[src/dij_pkg.sv]
// constants, types and register map shared by the jump/increment/decrement core
// assumes: nothing; every user writes dij_pkg::name
package dij_pkg;
  // widths
  localparam int WORD_W = 14;
  localparam int DATA_W = 8;
  localparam int FADDR_W = 7;
  localparam int PC_W = 13;
  localparam int LIT_W = 11;
  localparam int LATCH_W = 5;
  localparam int APB_AW = 8;
  localparam int APB_DW = 32;
  localparam int FILE_DEPTH = 128;
  // instruction field positions
  localparam int OPC6_HI = 13;
  localparam int OPC6_LO = 8;
  localparam int OPC3_LO = 11;
  localparam int DEST_POS = 7;
  localparam int FADDR_HI = 6;
  localparam int LIT_HI = 10;
  localparam int PAGE_HI = 4;
  localparam int PAGE_LO = 3;
  // opcodes
  localparam logic [5:0] OPC_DEC_SKIP = 6'h0B;
  localparam logic [5:0] OPC_INC = 6'h0A;
  localparam logic [2:0] OPC_JUMP = 3'h5;
  localparam logic DEST_WORK = 1'h0;
  // arithmetic and reset values
  localparam logic [7:0] DATA_ONE = 8'h01;
  localparam logic [7:0] DATA_ZERO = 8'h00;
  localparam logic [12:0] PC_STEP = 13'h0001;
  localparam logic [12:0] PC_RST = 13'h0000;
  localparam logic [13:0] WORD_RST = 14'h0000;
  localparam logic [4:0] LATCH_RST = 5'h00;
  localparam logic [6:0] FADDR_RST = 7'h00;
  localparam logic [31:0] APB_ZERO = 32'h00000000;
  // register offsets (byte addresses)
  localparam logic [7:0] OFF_CTRL = 8'h00;
  localparam logic [7:0] OFF_LATCH = 8'h04;
  localparam logic [7:0] OFF_WORK = 8'h08;
  localparam logic [7:0] OFF_STATUS = 8'h0C;
  localparam logic [7:0] OFF_PC = 8'h10;
  localparam logic [7:0] OFF_FADDR = 8'h14;
  localparam logic [7:0] OFF_FDATA = 8'h18;
  localparam logic [7:0] OFF_WORD = 8'h1C;
  // bit positions
  localparam int CTRL_RUN = 0;
  localparam int STAT_ZERO = 0;
  localparam int STAT_PFVALID = 1;
  localparam int STAT_RUN = 2;
  typedef enum logic {EXEC_HALTED, EXEC_ACTIVE} dij_exec_state_t;
endpackage : dij_pkg

[src/dij_exec_if.sv]
// carrier between the core, its decoder and its data-memory file
// assumes: the core drives word and file ports, the others answer combinationally
`timescale 1ns/1ns
interface dij_exec_if;
  logic [dij_pkg::WORD_W-1:0] word;
  logic isDecSkip;
  logic isInc;
  logic isJump;
  logic dest;
  logic [dij_pkg::FADDR_W-1:0] fileAddr;
  logic [dij_pkg::LIT_W-1:0] lit;
  logic [dij_pkg::FADDR_W-1:0] rdAddrA;
  logic [dij_pkg::FADDR_W-1:0] rdAddrB;
  logic [dij_pkg::FADDR_W-1:0] wrAddr;
  logic [dij_pkg::DATA_W-1:0] rdDataA;
  logic [dij_pkg::DATA_W-1:0] rdDataB;
  logic [dij_pkg::DATA_W-1:0] wrData;
  logic wrEn;
  modport core(output word, rdAddrA, rdAddrB, wrAddr, wrData, wrEn,
               input isDecSkip, isInc, isJump, dest, fileAddr, lit, rdDataA, rdDataB);
  modport dec(input word, output isDecSkip, isInc, isJump, dest, fileAddr, lit);
  modport rf(input rdAddrA, rdAddrB, wrAddr, wrData, wrEn, output rdDataA, rdDataB);
endinterface : dij_exec_if

[src/dij_decoder.sv]
// combinational decode of the three handled instruction words
// assumes: word is the prefetched instruction, other opcodes decode to nothing
`timescale 1ns/1ns
module dij_decoder (
  dij_exec_if.dec bus
);
  // --------------------------------------------------------------
  // field decode
  // --------------------------------------------------------------
  assign bus.isDecSkip = bus.word[dij_pkg::OPC6_HI:dij_pkg::OPC6_LO] == dij_pkg::OPC_DEC_SKIP;
  assign bus.isInc = bus.word[dij_pkg::OPC6_HI:dij_pkg::OPC6_LO] == dij_pkg::OPC_INC;
  assign bus.isJump = bus.word[dij_pkg::OPC6_HI:dij_pkg::OPC3_LO] == dij_pkg::OPC_JUMP;
  assign bus.dest = bus.word[dij_pkg::DEST_POS];
  assign bus.fileAddr = bus.word[dij_pkg::FADDR_HI:0];
  assign bus.lit = bus.word[dij_pkg::LIT_HI:0];
endmodule : dij_decoder

[src/dij_regfile.sv]
// 128 x 8 data-memory file: two combinational read ports, one write port
// assumes: synchronous reset release, ce freezes contents
`timescale 1ns/1ns
module dij_regfile (
  input wire logic clk,
  input wire logic rstSyncN,
  input wire logic ce,
  dij_exec_if.rf bus
);
  typedef struct packed {
    logic [dij_pkg::FILE_DEPTH-1:0][dij_pkg::DATA_W-1:0] mem;
  } dij_file_t;

  dij_file_t s;
  dij_file_t next_s;

  // --------------------------------------------------------------
  // read and write
  // --------------------------------------------------------------
  assign bus.rdDataA = s.mem[bus.rdAddrA];
  assign bus.rdDataB = s.mem[bus.rdAddrB];

  always_comb begin
    next_s = s;
    if (bus.wrEn) begin
      next_s.mem[bus.wrAddr] = bus.wrData;
    end
  end

  always_ff @(posedge clk or negedge rstSyncN) begin
    if (!rstSyncN) begin
      s <= '0;
    end else if (ce) begin
      s <= next_s;
    end
  end
endmodule : dij_regfile

[src/dij_core.sv]
// execution core for decrement-skip, increment and unconditional jump
// assumes: program memory answers progAddr combinationally on progData,
// APB master per AMBA, ce freezes every state flop except the reset synchroniser
`timescale 1ns/1ns
module dij_core (
  input wire logic core_clk,
  input wire logic rstn,
  input wire logic ce,
  input wire logic [dij_pkg::APB_AW-1:0] paddr,
  input wire logic psel,
  input wire logic penable,
  input wire logic pwrite,
  input wire logic [dij_pkg::APB_DW-1:0] pwdata,
  input wire logic [3:0] pstrb,
  output logic [dij_pkg::APB_DW-1:0] prdata,
  output logic pready,
  output logic pslverr,
  output logic [dij_pkg::PC_W-1:0] progAddr,
  input wire logic [dij_pkg::WORD_W-1:0] progData,
  output logic [dij_pkg::DATA_W-1:0] workReg,
  output logic zeroFlag,
  output logic skipTaken,
  output logic jumpTaken
);
  // --------------------------------------------------------------
  // reset release
  // --------------------------------------------------------------
  logic [1:0] rstPipe;
  logic rstSyncN;

  // the synchroniser ignores ce so that a frozen core still leaves reset
  always_ff @(posedge core_clk or negedge rstn) begin
    if (!rstn) begin
      rstPipe <= 2'h0;
    end else begin
      rstPipe <= {rstPipe[0], 1'h1};
    end
  end

  assign rstSyncN = rstPipe[1];

  // --------------------------------------------------------------
  // state
  // --------------------------------------------------------------
  // pulses last one cycle; every other field holds until it is changed
  typedef struct packed {
    dij_pkg::dij_exec_state_t st;
    logic [dij_pkg::PC_W-1:0] pc;
    logic [dij_pkg::WORD_W-1:0] pfWord;
    logic pfValid;
    logic [dij_pkg::DATA_W-1:0] w;
    logic z;
    logic [dij_pkg::LATCH_W-1:0] latch;
    logic [dij_pkg::FADDR_W-1:0] memAddr;
    logic [dij_pkg::APB_DW-1:0] rdata;
    logic slverr;
    logic skipPulse;
    logic jumpPulse;
  } dij_core_t;

  localparam dij_core_t CORE_RST = '{
    st: dij_pkg::EXEC_HALTED,
    pc: dij_pkg::PC_RST,
    pfWord: dij_pkg::WORD_RST,
    pfValid: 1'h0,
    w: dij_pkg::DATA_ZERO,
    z: 1'h0,
    latch: dij_pkg::LATCH_RST,
    memAddr: dij_pkg::FADDR_RST,
    rdata: dij_pkg::APB_ZERO,
    slverr: 1'h0,
    skipPulse: 1'h0,
    jumpPulse: 1'h0
  };

  dij_core_t s;
  dij_core_t next_s;

  // --------------------------------------------------------------
  // helpers
  // --------------------------------------------------------------
  function automatic logic addrMapped(input logic [dij_pkg::APB_AW-1:0] a);
    logic hit;
    hit = 1'h0;
    case (a)
      dij_pkg::OFF_CTRL,
      dij_pkg::OFF_LATCH,
      dij_pkg::OFF_WORK,
      dij_pkg::OFF_STATUS,
      dij_pkg::OFF_PC,
      dij_pkg::OFF_FADDR,
      dij_pkg::OFF_FDATA,
      dij_pkg::OFF_WORD: hit = 1'h1;
      default: hit = 1'h0;
    endcase
    return hit;
  endfunction : addrMapped

  function automatic logic isRunning(input dij_pkg::dij_exec_state_t st);
    return st == dij_pkg::EXEC_ACTIVE;
  endfunction : isRunning

  // jump target: page bits from the latch above the literal
  function automatic logic [dij_pkg::PC_W-1:0] pageTarget(input logic [dij_pkg::LATCH_W-1:0] l,
                                                          input logic [dij_pkg::LIT_W-1:0] k);
    return {l[dij_pkg::PAGE_HI:dij_pkg::PAGE_LO], k};
  endfunction : pageTarget

  // byte lanes not strobed keep the current value
  function automatic logic [31:0] mergeWord(input logic [31:0] old, input logic [31:0] wd,
                                            input logic [3:0] strb);
    logic [31:0] m;
    m = old;
    for (int i = 0; i < 4; i++) begin
      if (strb[i]) begin
        m[i*8 +: 8] = wd[i*8 +: 8];
      end
    end
    return m;
  endfunction : mergeWord

  // --------------------------------------------------------------
  // decoder and data-memory file
  // --------------------------------------------------------------
  // the decoder and the file answer combinationally within the cycle
  dij_exec_if x ();

  dij_decoder u_dec (
    .bus(x)
  );

  dij_regfile u_file (
    .clk(core_clk),
    .rstSyncN(rstSyncN),
    .ce(ce),
    .bus(x)
  );

  // --------------------------------------------------------------
  // bus decode
  // --------------------------------------------------------------
  logic apbSetup;
  logic apbWrite;
  logic apbFileWr;
  logic apbPcWr;
  logic [31:0] readWord;
  logic [31:0] wrWord;

  // read data is a snapshot taken in the setup phase, so a read may show
  // the value of one cycle earlier
  assign apbSetup = psel && !penable;
  assign apbWrite = psel && penable && pwrite && addrMapped(paddr);
  assign apbFileWr = apbWrite && (paddr == dij_pkg::OFF_FDATA);
  assign apbPcWr = apbWrite && (paddr == dij_pkg::OFF_PC);

  always_comb begin
    readWord = dij_pkg::APB_ZERO;
    case (paddr)
      dij_pkg::OFF_CTRL: begin
        readWord[dij_pkg::CTRL_RUN] = isRunning(s.st);
      end
      dij_pkg::OFF_LATCH: begin
        readWord[dij_pkg::LATCH_W-1:0] = s.latch;
      end
      dij_pkg::OFF_WORK: begin
        readWord[dij_pkg::DATA_W-1:0] = s.w;
      end
      dij_pkg::OFF_STATUS: begin
        readWord[dij_pkg::STAT_ZERO] = s.z;
        readWord[dij_pkg::STAT_PFVALID] = s.pfValid;
        readWord[dij_pkg::STAT_RUN] = isRunning(s.st);
      end
      dij_pkg::OFF_PC: begin
        readWord[dij_pkg::PC_W-1:0] = s.pc;
      end
      dij_pkg::OFF_FADDR: begin
        readWord[dij_pkg::FADDR_W-1:0] = s.memAddr;
      end
      dij_pkg::OFF_FDATA: begin
        readWord[dij_pkg::DATA_W-1:0] = x.rdDataB;
      end
      dij_pkg::OFF_WORD: begin
        readWord[dij_pkg::WORD_W-1:0] = s.pfWord;
      end
      default: begin
        readWord = dij_pkg::APB_ZERO;
      end
    endcase
  end

  assign wrWord = mergeWord(readWord, pwdata, pstrb);

  // --------------------------------------------------------------
  // execution datapath
  // --------------------------------------------------------------
  logic stall;
  logic step;
  logic exec;
  logic aluOp;
  logic execDecSkip;
  logic execInc;
  logic execJump;
  logic skipNow;
  logic wrWorkReg;
  logic coreFileWr;
  logic [dij_pkg::DATA_W-1:0] operand;
  logic [dij_pkg::DATA_W-1:0] decResult;
  logic [dij_pkg::DATA_W-1:0] incResult;
  logic [dij_pkg::DATA_W-1:0] result;
  logic resultZero;
  logic [dij_pkg::PC_W-1:0] jumpTarget;

  // pipeline: every step loads the word at pc into the prefetch register and
  // advances pc while the word loaded by the step before executes; a skip or
  // a jump clears the valid bit, so the step after retires nothing
  // a software write to the file or the counter takes this cycle from the core
  assign stall = apbFileWr || apbPcWr;
  assign step = isRunning(s.st) && !stall;
  assign exec = step && s.pfValid;
  assign aluOp = exec && (x.isDecSkip || x.isInc);
  assign execDecSkip = exec && x.isDecSkip;
  assign execInc = exec && x.isInc;
  assign execJump = exec && x.isJump;
  assign operand = x.rdDataA;
  assign decResult = operand - dij_pkg::DATA_ONE;
  // eight-bit arithmetic wraps all ones to zero by itself
  assign incResult = operand + dij_pkg::DATA_ONE;
  assign result = x.isDecSkip ? decResult : incResult;
  assign resultZero = result == dij_pkg::DATA_ZERO;
  assign skipNow = execDecSkip && resultZero;
  assign wrWorkReg = aluOp && (x.dest == dij_pkg::DEST_WORK);
  assign coreFileWr = aluOp && (x.dest != dij_pkg::DEST_WORK);
  assign jumpTarget = pageTarget(s.latch, x.lit);

  // file port A serves the executing word, port B the software window
  assign x.word = s.pfWord;
  assign x.rdAddrA = x.fileAddr;
  assign x.rdAddrB = s.memAddr;
  assign x.wrEn = coreFileWr || apbFileWr;
  assign x.wrAddr = coreFileWr ? x.fileAddr : s.memAddr;
  assign x.wrData = coreFileWr ? result : wrWord[dij_pkg::DATA_W-1:0];

  // --------------------------------------------------------------
  // next state
  // --------------------------------------------------------------
  always_comb begin
    next_s = s;
    next_s.skipPulse = 1'h0;
    next_s.jumpPulse = 1'h0;

    // read data and error are captured in the setup phase
    if (apbSetup) begin
      next_s.rdata = readWord;
      next_s.slverr = !addrMapped(paddr);
    end

    // read-only fields and unmapped offsets ignore writes
    if (apbWrite) begin
      case (paddr)
        dij_pkg::OFF_CTRL: begin
          next_s.st = wrWord[dij_pkg::CTRL_RUN] ? dij_pkg::EXEC_ACTIVE : dij_pkg::EXEC_HALTED;
        end
        dij_pkg::OFF_LATCH: begin
          next_s.latch = wrWord[dij_pkg::LATCH_W-1:0];
        end
        dij_pkg::OFF_WORK: begin
          next_s.w = wrWord[dij_pkg::DATA_W-1:0];
        end
        dij_pkg::OFF_STATUS: begin
          next_s.z = wrWord[dij_pkg::STAT_ZERO];
        end
        dij_pkg::OFF_PC: begin
          // redirect: the word already fetched belongs to the old flow
          next_s.pc = wrWord[dij_pkg::PC_W-1:0];
          next_s.pfValid = 1'h0;
        end
        dij_pkg::OFF_FADDR: begin
          next_s.memAddr = wrWord[dij_pkg::FADDR_W-1:0];
        end
        default: begin
          next_s.st = s.st;
        end
      endcase
    end

    // core updates come last so that they win over software in the same cycle
    if (step) begin
      next_s.pfWord = progData;
      next_s.pfValid = 1'h1;
      next_s.pc = s.pc + dij_pkg::PC_STEP;
      if (wrWorkReg) begin
        next_s.w = result;
      end
      if (execInc) begin
        next_s.z = resultZero;
      end
      // the word behind a zero decrement result turns into the empty cycle
      if (skipNow) begin
        next_s.pfValid = 1'h0;
        next_s.skipPulse = 1'h1;
      end
      // the sequential word already fetched is flushed
      if (execJump) begin
        next_s.pc = jumpTarget;
        next_s.pfValid = 1'h0;
        next_s.jumpPulse = 1'h1;
      end
    end
  end

  // ce low holds every field, pulses included
  always_ff @(posedge core_clk or negedge rstSyncN) begin
    if (!rstSyncN) begin
      s <= CORE_RST;
    end else if (ce) begin
      s <= next_s;
    end
  end

  // --------------------------------------------------------------
  // outputs
  // --------------------------------------------------------------
  // only pready and pslverr are combinational; they follow ce and the bus
  assign pready = ce;
  assign prdata = s.rdata;
  assign pslverr = s.slverr && psel && penable;
  assign progAddr = s.pc;
  assign workReg = s.w;
  assign zeroFlag = s.z;
  assign skipTaken = s.skipPulse;
  assign jumpTaken = s.jumpPulse;
endmodule : dij_core

[config.mk]
export PLATFORM = sky130hd
export DESIGN_NAME = dij_core
export DESIGN_NICKNAME = d
export VERILOG_FILES = /design/src/dij_pkg.sv /design/src/dij_exec_if.sv /design/src/dij_decoder.sv /design/src/dij_regfile.sv /design/src/dij_core.sv
export SDC_FILE = /design/constraint.sdc
export NUM_CORES = 2
export LEC_CHECK = 0
export ABC_CLOCK_PERIOD_IN_PS = 39000
export BUFFER_PORTS_ARGS = -buffer_cell sky130_fd_sc_hd__buf_4
export CAP_MARGIN = 40
export CORE_MARGIN = 10
export CORE_UTILIZATION = 45
export DETAILED_ROUTE_END_ITERATION = 8
export GPL_ROUTABILITY_DRIVEN = 0
export PLACE_DENSITY = 0.57
export SLEW_MARGIN = 30
export SYNTH_ARGS = -nofsm -noshare
export SYNTH_HDL_FRONTEND = slang
export SYNTH_SLANG_ARGS = --single-unit
[constraint.sdc]
create_clock -name core_clk -period 39 [get_ports core_clk]
set_input_delay 5.85 -clock core_clk [delete_from_list [all_inputs] [get_ports core_clk]]
set_output_delay 5.85 -clock core_clk [all_outputs]
set_load 0.05 [all_outputs]
==> impl_results.md <==
* Status: finished, final reports clean
* YS warnings at 0
* Number of max-cap violations at 0
* CP endpoint kind: output pin
* Post_cts resized at 0
* Vias in the first global route at 41339
* Leak at approximately 28 nW
* Async set-reset flop share out of synthesis at 100.0%
* Count leader, synth: dfrtp_1
* Top FF cell, synth: dfrtp_1
* Initial antenna violation count at 11
* Final hold vios at 0
* Synth top area cells: dfrtp_1 (47%), mux4_2 (24%), a21oi_1 (6.9%), nor2_1 (6.8%), mux2_2 (3.2%)
* Setup crit start kind: primary input
* Worst-path clk slew at approximately 0.06 ns
* H-Tree Depth at 3
* Worst hold path class: flip-flop to async pin
* Synth cell count leaders: dfrtp_1 (1093), nor2_1 (1055), a21oi_1 (807), mux4_2 (630), clkbuf_1 (251)
* # clock sinks at approximately 1100
* Fin crit share at 31.28%
* Initial Util at a little under half
* Layout filler cell count at about 11000
* CP Cell Sequence: buf_4, buf_4
* # setup viols final at 0
* Die ar. at roughly 140000 um^2
* WP depth at 2
* RSZ-0062 raised after global routing: false
* Critical path endpoint: pready
* Max incr delay on CP at ~0.25 ns
* Worst rel slew slack at between 30% and 40%
* Via density at between 6 and 7
* Cells on worst reg2reg path at 17
* TNS Setup at 0 ns
* CP bufs+invs at 2
* Hpwl dp at approximately 120000 um
* Clk_lat worst skew at approximately 0.75 ns
* Synthesis-to-finish area growth at 11.32%
* Crit-path most repeated cell: buf_4
* Routed Antenna Nets at 0
* I/O pins at approximately 120
* Largest net degree at the start of global routing at 109
* Share of the synthesized area in the top cell type at a little under half
* Total gr overflow at 0
* Post-synth EDFFs at 0
* Post-synthesis sequential area ratio at 46.77%
* Layout cells sized above 1 at around 28%
* Post-synth top area cell: dfrtp_1
* Die X at about 380 um
* CTS tree: done
* Crit-path leading delay family: buffers and inverters
* CTS Hold Bufs at 0
* Longest Clk Path Bufs at 3
* Wirelength per Cell at ~27 um
* Critical Path Source: ce
* Reg2reg start: x.word[1]
* Peak supply drop at between 30 and 40 uV
* Die H at between 300 and 400 um
* Port bufs at between 80 and 90
* Max FO, Critical Path at 20
* Synth Instances at 4950
* Pwr dens at roughly 37 nW/um^2
* RR Endpoint: u_file.s[597]
* Net count, final at 4937
* Crit Path Class: primary input to output pin
* Gr usage total at 24.96%
* DRC viols at 0
* Root buf cell: clkbuf_16
* Minimum clock period at ~12 ns
* First-pass DRT Iterations at 6
* Post-synth cell types at 75
* Max Slew Vio Count at 0
* Routed WL at 181700 um
* CP Data Arrival Time at 6.35 ns
* Reg-to-reg slack, setup at approximately 31 ns
* Max Fclk at between 80 and 90 MHz
* Std-Cell Core Area at around 130000 um^2
* Tot Pwr at 2.377 mW
* Row count at 132
* Postcts setup bufs at 0
* FF+latch count, synth at 1093
* Layout Skew at slightly below 0.03 ns
* Actual slew at the worst max-slew pin at approximately 1 ns
* Global-route wire length before repair at ~270000 um
* Mapped cell area at just under 60000 um^2
* Critical Path RT at around 33 ns
* DRT iter0 DRCs at roughly 3800
* Mean post-synth cell area at ~12 um^2
* Slowest-stage cell, CP: buf_4
* Inserted Clock Buffers at ~120
* Vias at between 40000 and 50000
## cell families after synthesis
logic type / Yosys count / share of synthesized area [%]
AO/OA/AOI/OAI: 1107 / 10.30
XOR/XNOR: 17 / 0.2782
adder cells (fa/ha/maj): 9 / 0.2054
buffers and inverters: 555 / 4.842
flip-flops: 1093 / 46.77
multiplexers: 859 / 28.54
other: 2 / 0.01284
AND/OR/NAND/NOR: 1308 / 9.042
## final cells by class
cell class                 count  area [um^2]  area share (%)
sequential                  1093        27380           42.06
multi-input combinational   3319        28540           43.84
antenna                        2        5.005        0.007688
timing repair buffer         313         2875           4.417
clock buffer                 181         3606           5.539
clock inverter                39        437.9          0.6727
tap                         1742         2180           3.348
inverter                      18        70.07          0.1076
## state kept, by name, indices dropped and copies added (netlist names)
| register | cells |
|---|---|
| rstPipe | 2 |
| jumpTaken | 1 |
| x.word | 14 |
| u_file.s | 1024 |
| s | 6 |
| workReg | 8 |
| progAddr | 13 |
| x.rdAddrB | 7 |
| skipTaken | 1 |
| prdata | 14 |
| zeroFlag | 1 |
| jumpTarget | 2 |
## cells in the final DEF, fill, tap and decap left out, types with 9 or more instances in the layout
| master | Yosys | routed |
|---|---|---|
| mux2_2 | 168 | 167 |
| clkbuf_1 | 251 | 27 |
| clkbuf_8 | 0 | 31 |
| nor3_2 | 2 | 16 |
| nor2_1 | 1055 | 1047 |
| inv_1 | 16 | 16 |
| conb_1 | 2 | 19 |
| o22ai_1 | 11 | 11 |
| mux4_2 | 630 | 630 |
| nor3_1 | 33 | 19 |
| buf_16 | 0 | 13 |
| bufinv_16 | 0 | 9 |
| or2_2 | 10 | 10 |
| a21oi_1 | 807 | 803 |
| nor2b_1 | 17 | 14 |
| nand3_1 | 31 | 31 |
| clkinv_2 | 0 | 25 |
| nand2_1 | 89 | 88 |
| a22oi_1 | 22 | 22 |
| clkbuf_16 | 0 | 123 |
| buf_12 | 0 | 18 |
| buf_4 | 139 | 271 |
| o21ai_0 | 53 | 52 |
| a31oi_1 | 143 | 143 |
| a211oi_1 | 15 | 15 |
| mux2i_1 | 61 | 60 |
| nand2b_1 | 17 | 15 |
| xnor2_1 | 9 | 9 |
| dfrtp_1 | 1093 | 1084 |
| nor2_2 | 1 | 9 |
## report_power, final
part,internal (mW),switching [mW],leakage [nW]
Combinational,0.0141,0.0587,10.3
Sequential,1.13,0.00108,15.3
Clock,0.692,0.477,2.01
## through the flow
step | setup WS (ns) | cell area, um^2 | instances | hold slack (ns) | utilization (%)
after detailed placement | 26.80 | 60900 | 6476 | 0.2627 | 47.09
after global placement | 26.80 | 60340 | 6449 | 0.3344 | 46.66
after CTS | 26.79 | 64940 | 6696 | 0.2685 | 50.22
after global routing | 26.77 | 65090 | 6705 | 0.2924 | 50.33
final | 26.80 | 65100 | 6707 | 0.2468 | 50.34
after floorplan | 6.277 | 58540 | 4967 | 0.3312 | -
## routing by layer
| metal | track usage, % | vias up | wire length, um |
|---|---|---|---|
| met5 | 0 | - | 75 |
| met4 | 10.02 | 12 | 7278 |
| met3 | 5.440 | 353 | 14580 |
| met2 | 38.91 | 1560 | 84560 |
| met1 | 33.98 | 21212 | 75240 |
| li1 | - | 18039 | - |
## worst min-delay path by stage
stage	to	slack, ns
after CTS	u_file.s[611]	0.27
after global placement	rstPipe[1]	0.33
final	u_file.s[634]	0.25
after floorplan	rstPipe[1]	0.33
after global routing	u_file.s[635]	0.29
after detailed placement	u_file.s[611]	0.26
Power figures use the tool's default switching activity.
